$ cat src/rtl/cmx_pkg.sv
// package for the current mux and conditioning register bank
// assumes a single 25 MHz system clock and synchronous reset
package cmx_pkg;
  localparam int CMX_DATA_W = 8;
  localparam int CMX_ADDR_W = 5;
  localparam logic [4:0] CMX_OFS_CHAN = 5'h06;
  localparam logic [4:0] CMX_OFS_COND = 5'h07;
  localparam logic [7:0] CMX_RST_CHAN = 8'h00;
  localparam logic [7:0] CMX_RST_COND = 8'h00;
  localparam int CMX_CHAN_LSB = 0;
  localparam int CMX_CHAN_W = 6;
  localparam int CMX_NUM_CHAN = 64;
  localparam int CMX_GAIN_LSB = 0;
  localparam int CMX_POLE1_LSB = 2;
  localparam int CMX_POLE2_LSB = 4;
  localparam int CMX_FOFF_BIT = 6;
  localparam int CMX_FE_DIS_BIT = 5;
  localparam int CMX_LVL_SEL_BIT = 7;
  localparam int CMX_LVL_W = 4;
  localparam logic [1:0] CMX_POLE_TEST = 2'h3;
  typedef enum logic [1:0] {cmx_gain_0p4, cmx_gain_2, cmx_gain_10, cmx_gain_hi} cmx_gain_e;
  typedef enum logic [1:0] {cmx_fc_400, cmx_fc_2k, cmx_fc_10k, cmx_fc_test} cmx_fc_e;
endpackage : cmx_pkg

$ cat src/rtl/cmx_reg8.sv
// one 8-bit read/write register with reset value
// assumes write strobe and data from the same clock domain
module cmx_reg8
  import cmx_pkg::*;
#(
  parameter logic [7:0] RST_VAL = 8'h00
) (
  input wire logic clk_sys,
  input wire logic rst,
  input wire logic wr_en,
  input wire logic [7:0] wr_data,
  output logic [7:0] q
);
  logic [7:0] next_q;

  always_comb begin
    next_q = q;
    if (wr_en) begin
      next_q = wr_data;
    end
  end

  always_ff @(posedge clk_sys) begin
    if (rst) begin
      q <= RST_VAL;
    end else begin
      q <= next_q;
    end
  end
endmodule // cmx_reg8

$ cat src/rtl/cmx_regs.sv
// current mux channel select and conditioning amplifier registers
// assumes bus strobes synchronous to clk_sys; function enable and level
// register bits arrive from sibling blocks on the same clock
//
// Behaviour
// - The current source goes to the channel whose number equals the channel field.
// - Bits 7 and 6 of the channel register are stored and read back only.
// - Reset clears both registers to zero.
// - Current flows only while the function enable disable bit 5 is clear.
// - Level bit 7 picks the ten-bit DAC, else the four-bit source at the level.
// - Filter-off clear enables the amplifier and drives the converter input pin.
// - Filter-off set floats the amplifier output so the pin is an input.
// - Gain codes 00, 01, 10 pick gains 0.4, 2 and 10; code 11 is the high gain.
// - Bits 3..2 set the first filter cutoff 400 Hz, 2 kHz or 10 kHz.
// - Bits 5..4 set the second filter cutoff 400 Hz, 2 kHz or 10 kHz.
// - Bit 7 of the conditioning register is stored and read back only.
// - The two cutoff fields act independently.
// - When level bit 7 does not pick the DAC it is a general-purpose DAC.
module cmx_regs
  import cmx_pkg::*;
(
  input wire logic clk_sys,
  input wire logic rst,
  input wire logic [CMX_ADDR_W-1:0] reg_addr,
  input wire logic reg_wr,
  input wire logic reg_rd,
  input wire logic [CMX_DATA_W-1:0] reg_wdata,
  output logic [CMX_DATA_W-1:0] reg_rdata,
  output logic reg_rsel,
  input wire logic [7:0] func_enable,
  input wire logic [7:0] current_level,
  output logic [CMX_NUM_CHAN-1:0] chan_current_en,
  output logic [CMX_CHAN_W-1:0] chan_index,
  output logic four_bit_current_source_en,
  output logic [CMX_LVL_W-1:0] four_bit_current_source_level,
  output logic current_source_dac_select,
  output logic dac_general_purpose,
  output logic [1:0] amp_gain,
  output logic [1:0] pole1_cutoff,
  output logic [1:0] pole2_cutoff,
  output logic pole_test_mode,
  output logic amp_enable,
  output logic adc_in_o,
  output logic adc_in_oe
);
  logic [7:0] chan_q;
  logic [7:0] cond_q;
  logic wr_chan;
  logic wr_cond;
  logic hit_chan;
  logic hit_cond;
  logic [7:0] next_rdata;
  logic src_on;
  logic [CMX_NUM_CHAN-1:0] next_chan_en;

  // address decode
  always_comb begin
    hit_chan = 1'b0;
    hit_cond = 1'b0;
    if (reg_addr == CMX_OFS_CHAN) begin
      hit_chan = 1'b1;
    end else if (reg_addr == CMX_OFS_COND) begin
      hit_cond = 1'b1;
    end
  end

  assign wr_chan = reg_wr && hit_chan;
  assign wr_cond = reg_wr && hit_cond;
  assign reg_rsel = hit_chan || hit_cond;

  cmx_reg8 #(.RST_VAL(CMX_RST_CHAN)) u_chan (
    .clk_sys(clk_sys),
    .rst(rst),
    .wr_en(wr_chan),
    .wr_data(reg_wdata),
    .q(chan_q)
  );

  cmx_reg8 #(.RST_VAL(CMX_RST_COND)) u_cond (
    .clk_sys(clk_sys),
    .rst(rst),
    .wr_en(wr_cond),
    .wr_data(reg_wdata),
    .q(cond_q)
  );

  // read data, unmapped reads as zero
  always_comb begin
    next_rdata = reg_rdata;
    if (reg_rd) begin
      if (hit_chan) begin
        next_rdata = chan_q;
      end else if (hit_cond) begin
        next_rdata = cond_q;
      end else begin
        next_rdata = 8'h00;
      end
    end
  end

  // source routing
  always_comb begin
    src_on = !func_enable[CMX_FE_DIS_BIT];
    next_chan_en = '0;
    if (src_on) begin
      next_chan_en[chan_q[CMX_CHAN_LSB +: CMX_CHAN_W]] = 1'b1;
    end
  end

  always_ff @(posedge clk_sys) begin
    if (rst) begin
      reg_rdata <= 8'h00;
      chan_current_en <= '0;
      four_bit_current_source_en <= 1'b0;
      current_source_dac_select <= 1'b0;
      four_bit_current_source_level <= '0;
      dac_general_purpose <= 1'b1;
    end else begin
      reg_rdata <= next_rdata;
      chan_current_en <= next_chan_en;
      four_bit_current_source_en <= src_on && !current_level[CMX_LVL_SEL_BIT];
      current_source_dac_select <= src_on && current_level[CMX_LVL_SEL_BIT];
      four_bit_current_source_level <= current_level[CMX_LVL_W-1:0];
      dac_general_purpose <= !current_level[CMX_LVL_SEL_BIT];
    end
  end

  assign chan_index = chan_q[CMX_CHAN_LSB +: CMX_CHAN_W];
  assign amp_gain = cond_q[CMX_GAIN_LSB +: 2];
  assign pole1_cutoff = cond_q[CMX_POLE1_LSB +: 2];
  assign pole2_cutoff = cond_q[CMX_POLE2_LSB +: 2];
  // flags a host slip into the factory test code
  assign pole_test_mode = (pole1_cutoff == CMX_POLE_TEST) || (pole2_cutoff == CMX_POLE_TEST);
  assign amp_enable = !cond_q[CMX_FOFF_BIT];
  assign adc_in_oe = !cond_q[CMX_FOFF_BIT];
  assign adc_in_o = 1'b0;

  property p_chan_route;
    @(posedge clk_sys) disable iff (rst)
      !func_enable[CMX_FE_DIS_BIT] |=> chan_current_en[$past(chan_index)];
  endproperty
  a_chan_route: assert property (p_chan_route) else $error("channel not routed");

  property p_onehot;
    @(posedge clk_sys) disable iff (rst) $onehot0(chan_current_en);
  endproperty
  a_onehot: assert property (p_onehot) else $error("multiple channels");

  property p_store_hi;
    @(posedge clk_sys) disable iff (rst)
      wr_chan ##1 !reg_wr ##1 (reg_rd && hit_chan && !reg_wr) |=>
        reg_rdata[7:6] == $past(reg_wdata[7:6], 3);
  endproperty
  a_store_hi: assert property (p_store_hi) else $error("chan high bits lost");

  property p_reset;
    @(posedge clk_sys) rst |=> chan_q == 8'h00 && cond_q == 8'h00;
  endproperty
  a_reset: assert property (p_reset) else $error("reset not clear");

  property p_disable;
    @(posedge clk_sys) disable iff (rst)
      func_enable[CMX_FE_DIS_BIT] |=> chan_current_en == '0 && !four_bit_current_source_en
        && !current_source_dac_select;
  endproperty
  a_disable: assert property (p_disable) else $error("current while disabled");

  property p_src_sel;
    @(posedge clk_sys) disable iff (rst)
      !func_enable[CMX_FE_DIS_BIT] |=>
        current_source_dac_select == $past(current_level[CMX_LVL_SEL_BIT]);
  endproperty
  a_src_sel: assert property (p_src_sel) else $error("source select wrong");

  property p_drive;
    @(posedge clk_sys) disable iff (rst)
      wr_cond && !reg_wdata[CMX_FOFF_BIT] |=> adc_in_oe && amp_enable;
  endproperty
  a_drive: assert property (p_drive) else $error("pin not driven");

  property p_float;
    @(posedge clk_sys) disable iff (rst)
      wr_cond && reg_wdata[CMX_FOFF_BIT] |=> !adc_in_oe;
  endproperty
  a_float: assert property (p_float) else $error("pin not released");

  property p_fields;
    @(posedge clk_sys) disable iff (rst)
      wr_cond |=> amp_gain == $past(reg_wdata[1:0]) && pole1_cutoff == $past(reg_wdata[3:2])
        && pole2_cutoff == $past(reg_wdata[5:4]) && cond_q[7] == $past(reg_wdata[7]);
  endproperty
  a_fields: assert property (p_fields) else $error("field mismatch");

  property p_gp_dac;
    @(posedge clk_sys) disable iff (rst)
      !current_level[CMX_LVL_SEL_BIT] |=> dac_general_purpose;
  endproperty
  a_gp_dac: assert property (p_gp_dac) else $error("dac not general purpose");

  property p_cond_rd;
    @(posedge clk_sys) disable iff (rst)
      wr_cond ##1 !reg_wr ##1 (reg_rd && hit_cond && !reg_wr) |=>
        reg_rdata[7] == $past(reg_wdata[7], 3);
  endproperty
  a_cond_rd: assert property (p_cond_rd) else $error("cond high bit lost");

  property p_level;
    @(posedge clk_sys) disable iff (rst)
      !func_enable[CMX_FE_DIS_BIT] && !current_level[CMX_LVL_SEL_BIT] |=>
        four_bit_current_source_en
        && four_bit_current_source_level == $past(current_level[CMX_LVL_W-1:0]);
  endproperty
  a_level: assert property (p_level) else $error("level source wrong");

  property p_hold;
    @(posedge clk_sys) disable iff (rst)
      !wr_cond |=> $stable(pole1_cutoff) && $stable(pole2_cutoff) && $stable(amp_gain);
  endproperty
  a_hold: assert property (p_hold) else $error("field moved without write");

  c_route: cover property (@(posedge clk_sys) disable iff (rst) chan_current_en[63]);
  c_float: cover property (@(posedge clk_sys) disable iff (rst) !adc_in_oe);
  c_dac: cover property (@(posedge clk_sys) disable iff (rst) current_source_dac_select);
  c_gain_hi: cover property (@(posedge clk_sys) disable iff (rst) amp_gain == 2'h3);
endmodule // cmx_regs

$ cat config.mk
export PLATFORM = sky130hd
export DESIGN_NAME = cmx_regs
export DESIGN_NICKNAME = d
export VERILOG_FILES = /design/src/rtl/cmx_pkg.sv /design/src/rtl/cmx_reg8.sv /design/src/rtl/cmx_regs.sv
export SDC_FILE = /design/constraint.sdc
export NUM_CORES = 1
export LEC_CHECK = 0
export BUFFER_PORTS_ARGS = -buffer_cell sky130_fd_sc_hd__buf_2
export CORE_MARGIN = 10
export CORE_UTILIZATION = 46
export DETAILED_ROUTE_END_ITERATION = 8
export GPL_TIMING_DRIVEN = 0
export PLACE_DENSITY = 0.78
export SLEW_MARGIN = 0
export SYNTH_ARGS = -nofsm -noshare
export SYNTH_HDL_FRONTEND = slang
export SYNTH_SLANG_ARGS = --single-unit
$ cat constraint.sdc
create_clock -name clk_sys -period 1.4 [get_ports clk_sys]
set_input_delay 0.21 -clock clk_sys [delete_from_list [all_inputs] [get_ports clk_sys]]
set_output_delay 0.21 -clock clk_sys [all_outputs]
set_load 0.02 [all_outputs]
==> impl_metrics.env, run 1 <==
export IMPL_max_slew_margin=0.494
export IMPL_grt_pass1_wl_um=12100
export IMPL_instances_no_fill=494
export IMPL_reg2regPathDepth=3
export IMPL_ys_types=25
export IMPL_drive_gt1_frac=0.391
export IMPL_synthCells=288
export IMPL_cp_end_kind="output pin"
export IMPL_cap_violations=0
export IMPL_ff2ff_setup_slack_ns=0.08
export IMPL_synth_seq_cells=95
export IMPL_die_x_um=101
export IMPL_clkLatencyLatePin_ns=0.36
export IMPL_std_cell_rows=29
export IMPL_drc=0
export IMPL_drt_first_pass_iters=4
export IMPL_place_inst=481
export IMPL_core_mm2=0.00639
export IMPL_antenna_left=0
export IMPL_tightest_slew_ns=0.754
export IMPL_grt_overflow=0
export IMPL_fin_crit_ns=1.33
export IMPL_first_iter_violations=73
export IMPL_synth_edf_count=0
export IMPL_die_y_um=101
export IMPL_cp_max_fo=4
export IMPL_peakVddDrop_mv=0.760
export IMPL_start_util=0.474
export IMPL_timing_rr_start="u_chan.q[4]"
export IMPL_p_leak_nw=1.89
export IMPL_grtUsageTotal=0.148
export IMPL_critPathTopFamily="flip-flops"
export IMPL_holdPathEnd="four_bit_current_source_en"
export IMPL_finalInstanceArea_mm2=0.00394
export IMPL_die_area_mm2=0.0102
export IMPL_finalPower_mw=4.77
export IMPL_fmax_ghz=0.755
export IMPL_timing_hold_ws_ns=0.0411
export IMPL_n_antenna_cell=0
export IMPL_wl_um=7630
export IMPL_setup_viol=0
export IMPL_cp_depth=2
export IMPL_postPlaceCellArea_mm2=0.00370
export IMPL_crit_required_ns=1.19
export IMPL_status="complete, no violations"
export IMPL_seq_area_mm2=0.00191
export IMPL_hp_class="in2reg"
export IMPL_slew_viol_final=0
export IMPL_tritoncts="built"
export IMPL_io_pins=129
export IMPL_hold_viol=0
export IMPL_crit_buf_inv=1
export IMPL_vias=2322
export IMPL_crit_slowest_cell="dfxtp_1"
export IMPL_clk_path_buf_depth=2
export IMPL_reg2reg_to="chan_current_en[17]"
export IMPL_synth_nets=321
export IMPL_hpwlAfterDp_um=5820
export IMPL_period_share=0.947
export IMPL_final_util=0.617
export IMPL_vias_per_cell=4.70
export IMPL_place_gp_congestion=0.796
export IMPL_min_from="current_level[7]"
export IMPL_avgRoutedWirePerCell_um=15.4
export IMPL_h_tree_depth=3
export IMPL_multi_input_area_um2=982
export IMPL_yosys_warnings=0
export IMPL_synth_avg_cell_area_um2=10.5
export IMPL_antenna_found_initial=0
export IMPL_crit_path_cell_trace="a22o_1 > buf_2"
export IMPL_finish_net_count=445
export IMPL_clock_sinks=95
export IMPL_cp_arrival_ns=1.12
export IMPL_synth_ff_type="dfxtp_1"
export IMPL_async_reset_ff_frac=0
export IMPL_area_growth_pct=30.1
export IMPL_grt_max_degree=19
export IMPL_final_fill_count=532
export IMPL_path_class="reg2out"
export IMPL_p_per_area_mw_per_mm2=1210
export IMPL_numCtsBuffers=9
export IMPL_cts_root_buffer="clkbuf_8"
export IMPL_fin_skew_ns=0.00760
export IMPL_hold_path_depth=2
export IMPL_clk_pin_slew_ns=0.09
export IMPL_critPathMaxStageDelay_ns=0.36
export IMPL_grt_pass1_vias=2395
export IMPL_synth_area_mm2=0.00303
export IMPL_seq_area_frac_synth=0.628
export IMPL_start_kind="register"
export IMPL_io_buffers=116
## cell type report
| class | instances | share of cell area |
|---|---|---|
| flip-flops and latches | 95 | 0.484 |
| multi-input cells | 166 | 0.249 |
| repair buffers | 116 | 0.147 |
| plain buffers | 22 | 0.0394 |
| clock buffers | 9 | 0.0315 |
| well taps | 77 | 0.0245 |
| clock inverters | 7 | 0.0219 |
| inverters | 2 | 0.00191 |
## routing by layer
layer	up-vias	part of all wire	GRT usage
met5	-	0	0
met4	0	0.012	0.0579
met2	99	0.44	0.240
met3	10	0.12	0.0658
li1	1149	-	-
met1	1064	0.42	0.167
## layout by cell type, fill, tap and decap left out, types with 2 or more instances in the layout
cell and n:
or3b_2 2, mux2i_1 24, o21ai_0 8, nand2_1 14
nor2b_1 6, inv_8 2, inv_6 2, nand2b_1 25
buf_6 2, buf_2 117, nand3_2 2, dfxtp_1 92
nand3_1 2, clkbuf_8 9, nand3b_1 3, nor2_1 68
dfxtp_2 3, clkbuf_1 4, buf_4 15
## how the worst max path moves through the flow
stage | slack [ns] | to | start
floorplan | 0.17 | chan_current_en[23] | u_chan.q[3]
global placement | -0.14 | chan_current_en[55] | u_chan.q[2]
detailed placement | -0.16 | chan_current_en[55] | u_chan.q[2]
CTS | -0.05 | chan_current_en[51] | u_chan.q[2]
global route | -0.01 | chan_current_en[10] | u_chan.q[2]
finish | 0.07 | pole_test_mode | u_cond.q[3]
## cells in the mapped netlist, types with 2 or more instances
library cell	n	area, um^2
nand2b_1	25	156
nand3_1	4	20.0
mux2i_1	24	240
buf_6	2	22.5
buf_4	14	105
nor2b_1	6	37.5
nand3b_1	3	22.5
o21ai_0	8	40.0
nand2_1	15	56.3
nor3_1	2	10.0
or3b_2	2	17.5
buf_2	2	10.0
nor2_1	68	255
nor3b_1	2	15.0
dfxtp_1	95	1900
clkbuf_1	7	26.3
## registers in the layout, summed over array words and instances (netlist names)
| name | count |
|---|---|
| u_chan.q | 8 |
| four_bit_current_source_level | 4 |
| chan_current_en | 64 |
| current_source_dac_select | 1 |
| four_bit_current_source_en | 1 |
| reg_rdata | 8 |
| u_cond.q | 8 |
| dac_general_purpose | 1 |
## per-stage QoR
step	worst slack, ns	TNS (ns)
3_3_place_gp	-0.144	-0.962
3_5_place_dp	-0.159	-1.75
2_1_floorplan	0.171	0
5_1_grt	-0.0112	-0.0206
4_1_cts	-0.0468	-0.213
6_report	0.0748	0
## cell families (layout without fill, tap and decap cells)
| kind of cell | count (synthesis) | count (layout) | synth area share |
|---|---|---|---|
| flops | 95 | 95 | 0.628 |
| buf+inv | 27 | 156 | 0.0566 |
| simple gates | 132 | 132 | 0.218 |
| mux | 24 | 24 | 0.0794 |
| compound gates | 9 | 9 | 0.0161 |
| other cells | 1 | 1 | 0.00124 |
## power breakdown
part | switching, mW | internal, mW | total (mW)
logic | 0.101 | 0.0762 | 0.178
clock network | 1.00 | 0.866 | 1.87
registers | 0.00676 | 2.72 | 2.72
## repair_timing
| item | 4_1_cts | 5_1_grt |
|---|---|---|
| setup buffers | 0 | 0 |
| resized for setup | 4 | 6 |
| setup endpoints to repair | 46 | 50 |
| hold buffers | 0 | 0 |
Note: power is estimated with default switching activity, not from simulation.
==> run 2: changes to the inputs <==
Settings changed: CORE_UTILIZATION 46 to 47, CTS_BUF_LIST from default to sky130_fd_sc_hd__clkbuf_4 sky130_fd_sc_hd__clkbuf_8, PLACE_DENSITY 0.78 to 0.79.
==> impl_metrics.env, run 2 (synthesis gave the netlist of run 1 again) <==
export IMPL_hp_class="in2reg"
export IMPL_n_antenna_cell=0
export IMPL_final_cell_mix="118 x buf_2, 93 x dfxtp_1, 68 x nor2_1, 25 x nand2b_1, 24 x mux2i_1"
export IMPL_status="complete, no violations"
export IMPL_hold_viol=0
export IMPL_tns_ns=0
export IMPL_die_x_um=100
export IMPL_grt_overflow=0
export IMPL_cp_end_kind="output pin"
export IMPL_p_leak_nw=1.89
export IMPL_hpwlAfterDp_um=5560
export IMPL_numCtsBuffers=9
export IMPL_clk_pin_slew_ns=0.08
export IMPL_setup_viol=0
export IMPL_cp_arrival_ns=1.11
export IMPL_path_class="reg2out"
export IMPL_drt_first_pass_iters=4
export IMPL_die_y_um=100
export IMPL_clk_path_buf_depth=2
export IMPL_clkLatencyLatePin_ns=0.35
export IMPL_tritoncts="built"
export IMPL_grt_max_degree=16
export IMPL_cts_root_buffer="clkbuf_8"
export IMPL_critPathMaxStageDelay_ns=0.36
export IMPL_fin_crit_ns=1.32
export IMPL_layout_commonest_cell="buf_2"
export IMPL_wl_um=7550
export IMPL_core_mm2=0.00631
export IMPL_avgRoutedWirePerCell_um=15.3
export IMPL_fin_skew_ns=0.00702
export IMPL_period_share=0.940
export IMPL_crit_slowest_cell="dfxtp_1"
export IMPL_first_iter_violations=67
export IMPL_drive_gt1_frac=0.385
export IMPL_crit_path_cell_trace="a22o_1 > buf_2"
export IMPL_slew_viol_final=0
export IMPL_final_util=0.621
export IMPL_grtUsageTotal=0.149
export IMPL_largest_reg_flops=64
export IMPL_rsz0062_at_grt="true"
export IMPL_std_cell_rows=29
export IMPL_finalInstanceArea_mm2=0.00392
export IMPL_finish_net_count=446
export IMPL_start_util=0.479
export IMPL_h_tree_depth=3
export IMPL_antenna_found_initial=0
export IMPL_vias_per_cell=4.59
export IMPL_cap_violations=0
export IMPL_start_kind="register"
export IMPL_cts_hold_buf=0
export IMPL_fmax_ghz=0.760
export IMPL_peakVddDrop_mv=0.829
export IMPL_final_fill_count=559
export IMPL_grt_pass1_vias=2286
export IMPL_max_slew_margin=0.488
export IMPL_antenna_left=0
export IMPL_place_gp_congestion=0.765
export IMPL_crit_required_ns=1.19
export IMPL_io_buffers=116
export IMPL_postPlaceCellArea_mm2=0.00370
export IMPL_clock_sinks=95
export IMPL_tightest_slew_ns=0.762
export IMPL_grt_pass1_wl_um=11900
export IMPL_area_growth_pct=29.5
export IMPL_die_area_mm2=0.0100
export IMPL_drc=0
export IMPL_io_pins=129
export IMPL_cp_max_fo=4
export IMPL_p_per_area_mw_per_mm2=1190
export IMPL_top_register="chan_current_en"
export IMPL_vias=2264
[run 2: changes by cell type in the layout (fill, tap and decap cells not counted), sizes merged]
cell    delta
clkbuf     +2
clkinv     -1
inv        -2
[run 2: layout make-up]
| cell class | count | area (um^2) | share of cell area |
|---|---|---|---|
| well taps | 77 | 96.3 | 0.0246 |
| clock inverters | 4 | 55.1 | 0.0140 |
| multi-input cells | 166 | 980 | 0.250 |
| flip-flops and latches | 95 | 1900 | 0.486 |
| repair buffers | 116 | 581 | 0.148 |
| inverters | 2 | 7.51 | 0.00192 |
| plain buffers | 23 | 158 | 0.0402 |
| clock buffers | 10 | 138 | 0.0351 |
[run 2: what timing repair did]
| item | 4_1_cts | 5_1_grt |
|---|---|---|
| gates resized for setup | 3 | 6 |
| buffers inserted | 0 | 0 |
| endpoints found under the setup margin | 64 | 37 |
[run 2: metal layers]
layer	routed length [um]	part of all wire	up-vias	global-route usage
li1	-	-	1149	-
met1	3320	0.44	1015	0.174
met2	3330	0.44	94	0.229
met3	857	0.11	6	0.0824
met4	41	0.0054	0	0.0424
met5	0	0	-	0
[run 2: path summary, 6_finish.rpt]
check / cells past startpoint / to / slack (ns) / startpoint
setup / recovery: 2 / pole_test_mode / 0.08 / u_cond.q[3]
hold / removal: 2 / four_bit_current_source_en / 0.04 / current_level[7]
setup reg to reg: 3 / chan_current_en[58] / 0.09 / u_chan.q[2]
hold reg to reg: 2 / reg_rdata[1] / 0.46 / reg_rdata[1]
[run 2: stage by stage]
| stage | total power [mW] | hold WS, ns | worst slack (ns) | std cells |
|---|---|---|---|---|
| after floorplan | 2.89 | 0.284 | 0.171 | 288 |
| after global placement | 2.96 | 0.401 | -0.0470 | 481 |
| after detailed placement | 2.96 | 0.411 | -0.130 | 481 |
| after CTS | 4.71 | 0.0270 | 0.00551 | 495 |
| after global routing | 4.85 | 0.0191 | -0.00465 | 493 |
| final | 4.67 | 0.0412 | 0.0835 | 493 |
[run 2: power by group]
group / leakage (nW) / internal, mW / switching, mW
Clock: 0.0952 / 0.868 / 0.907
Combinational: 1.02 / 0.0761 / 0.102
Sequential: 0.768 / 2.71 / 0.00606
[run 2: worst max-delay path, delay by kind of cell, from the launching register on]
family                 cells  cell delay [ns]
buffers and inverters      1             0.16
AOI/OAI and AO/OA          1             0.24
DFF                        1             0.36
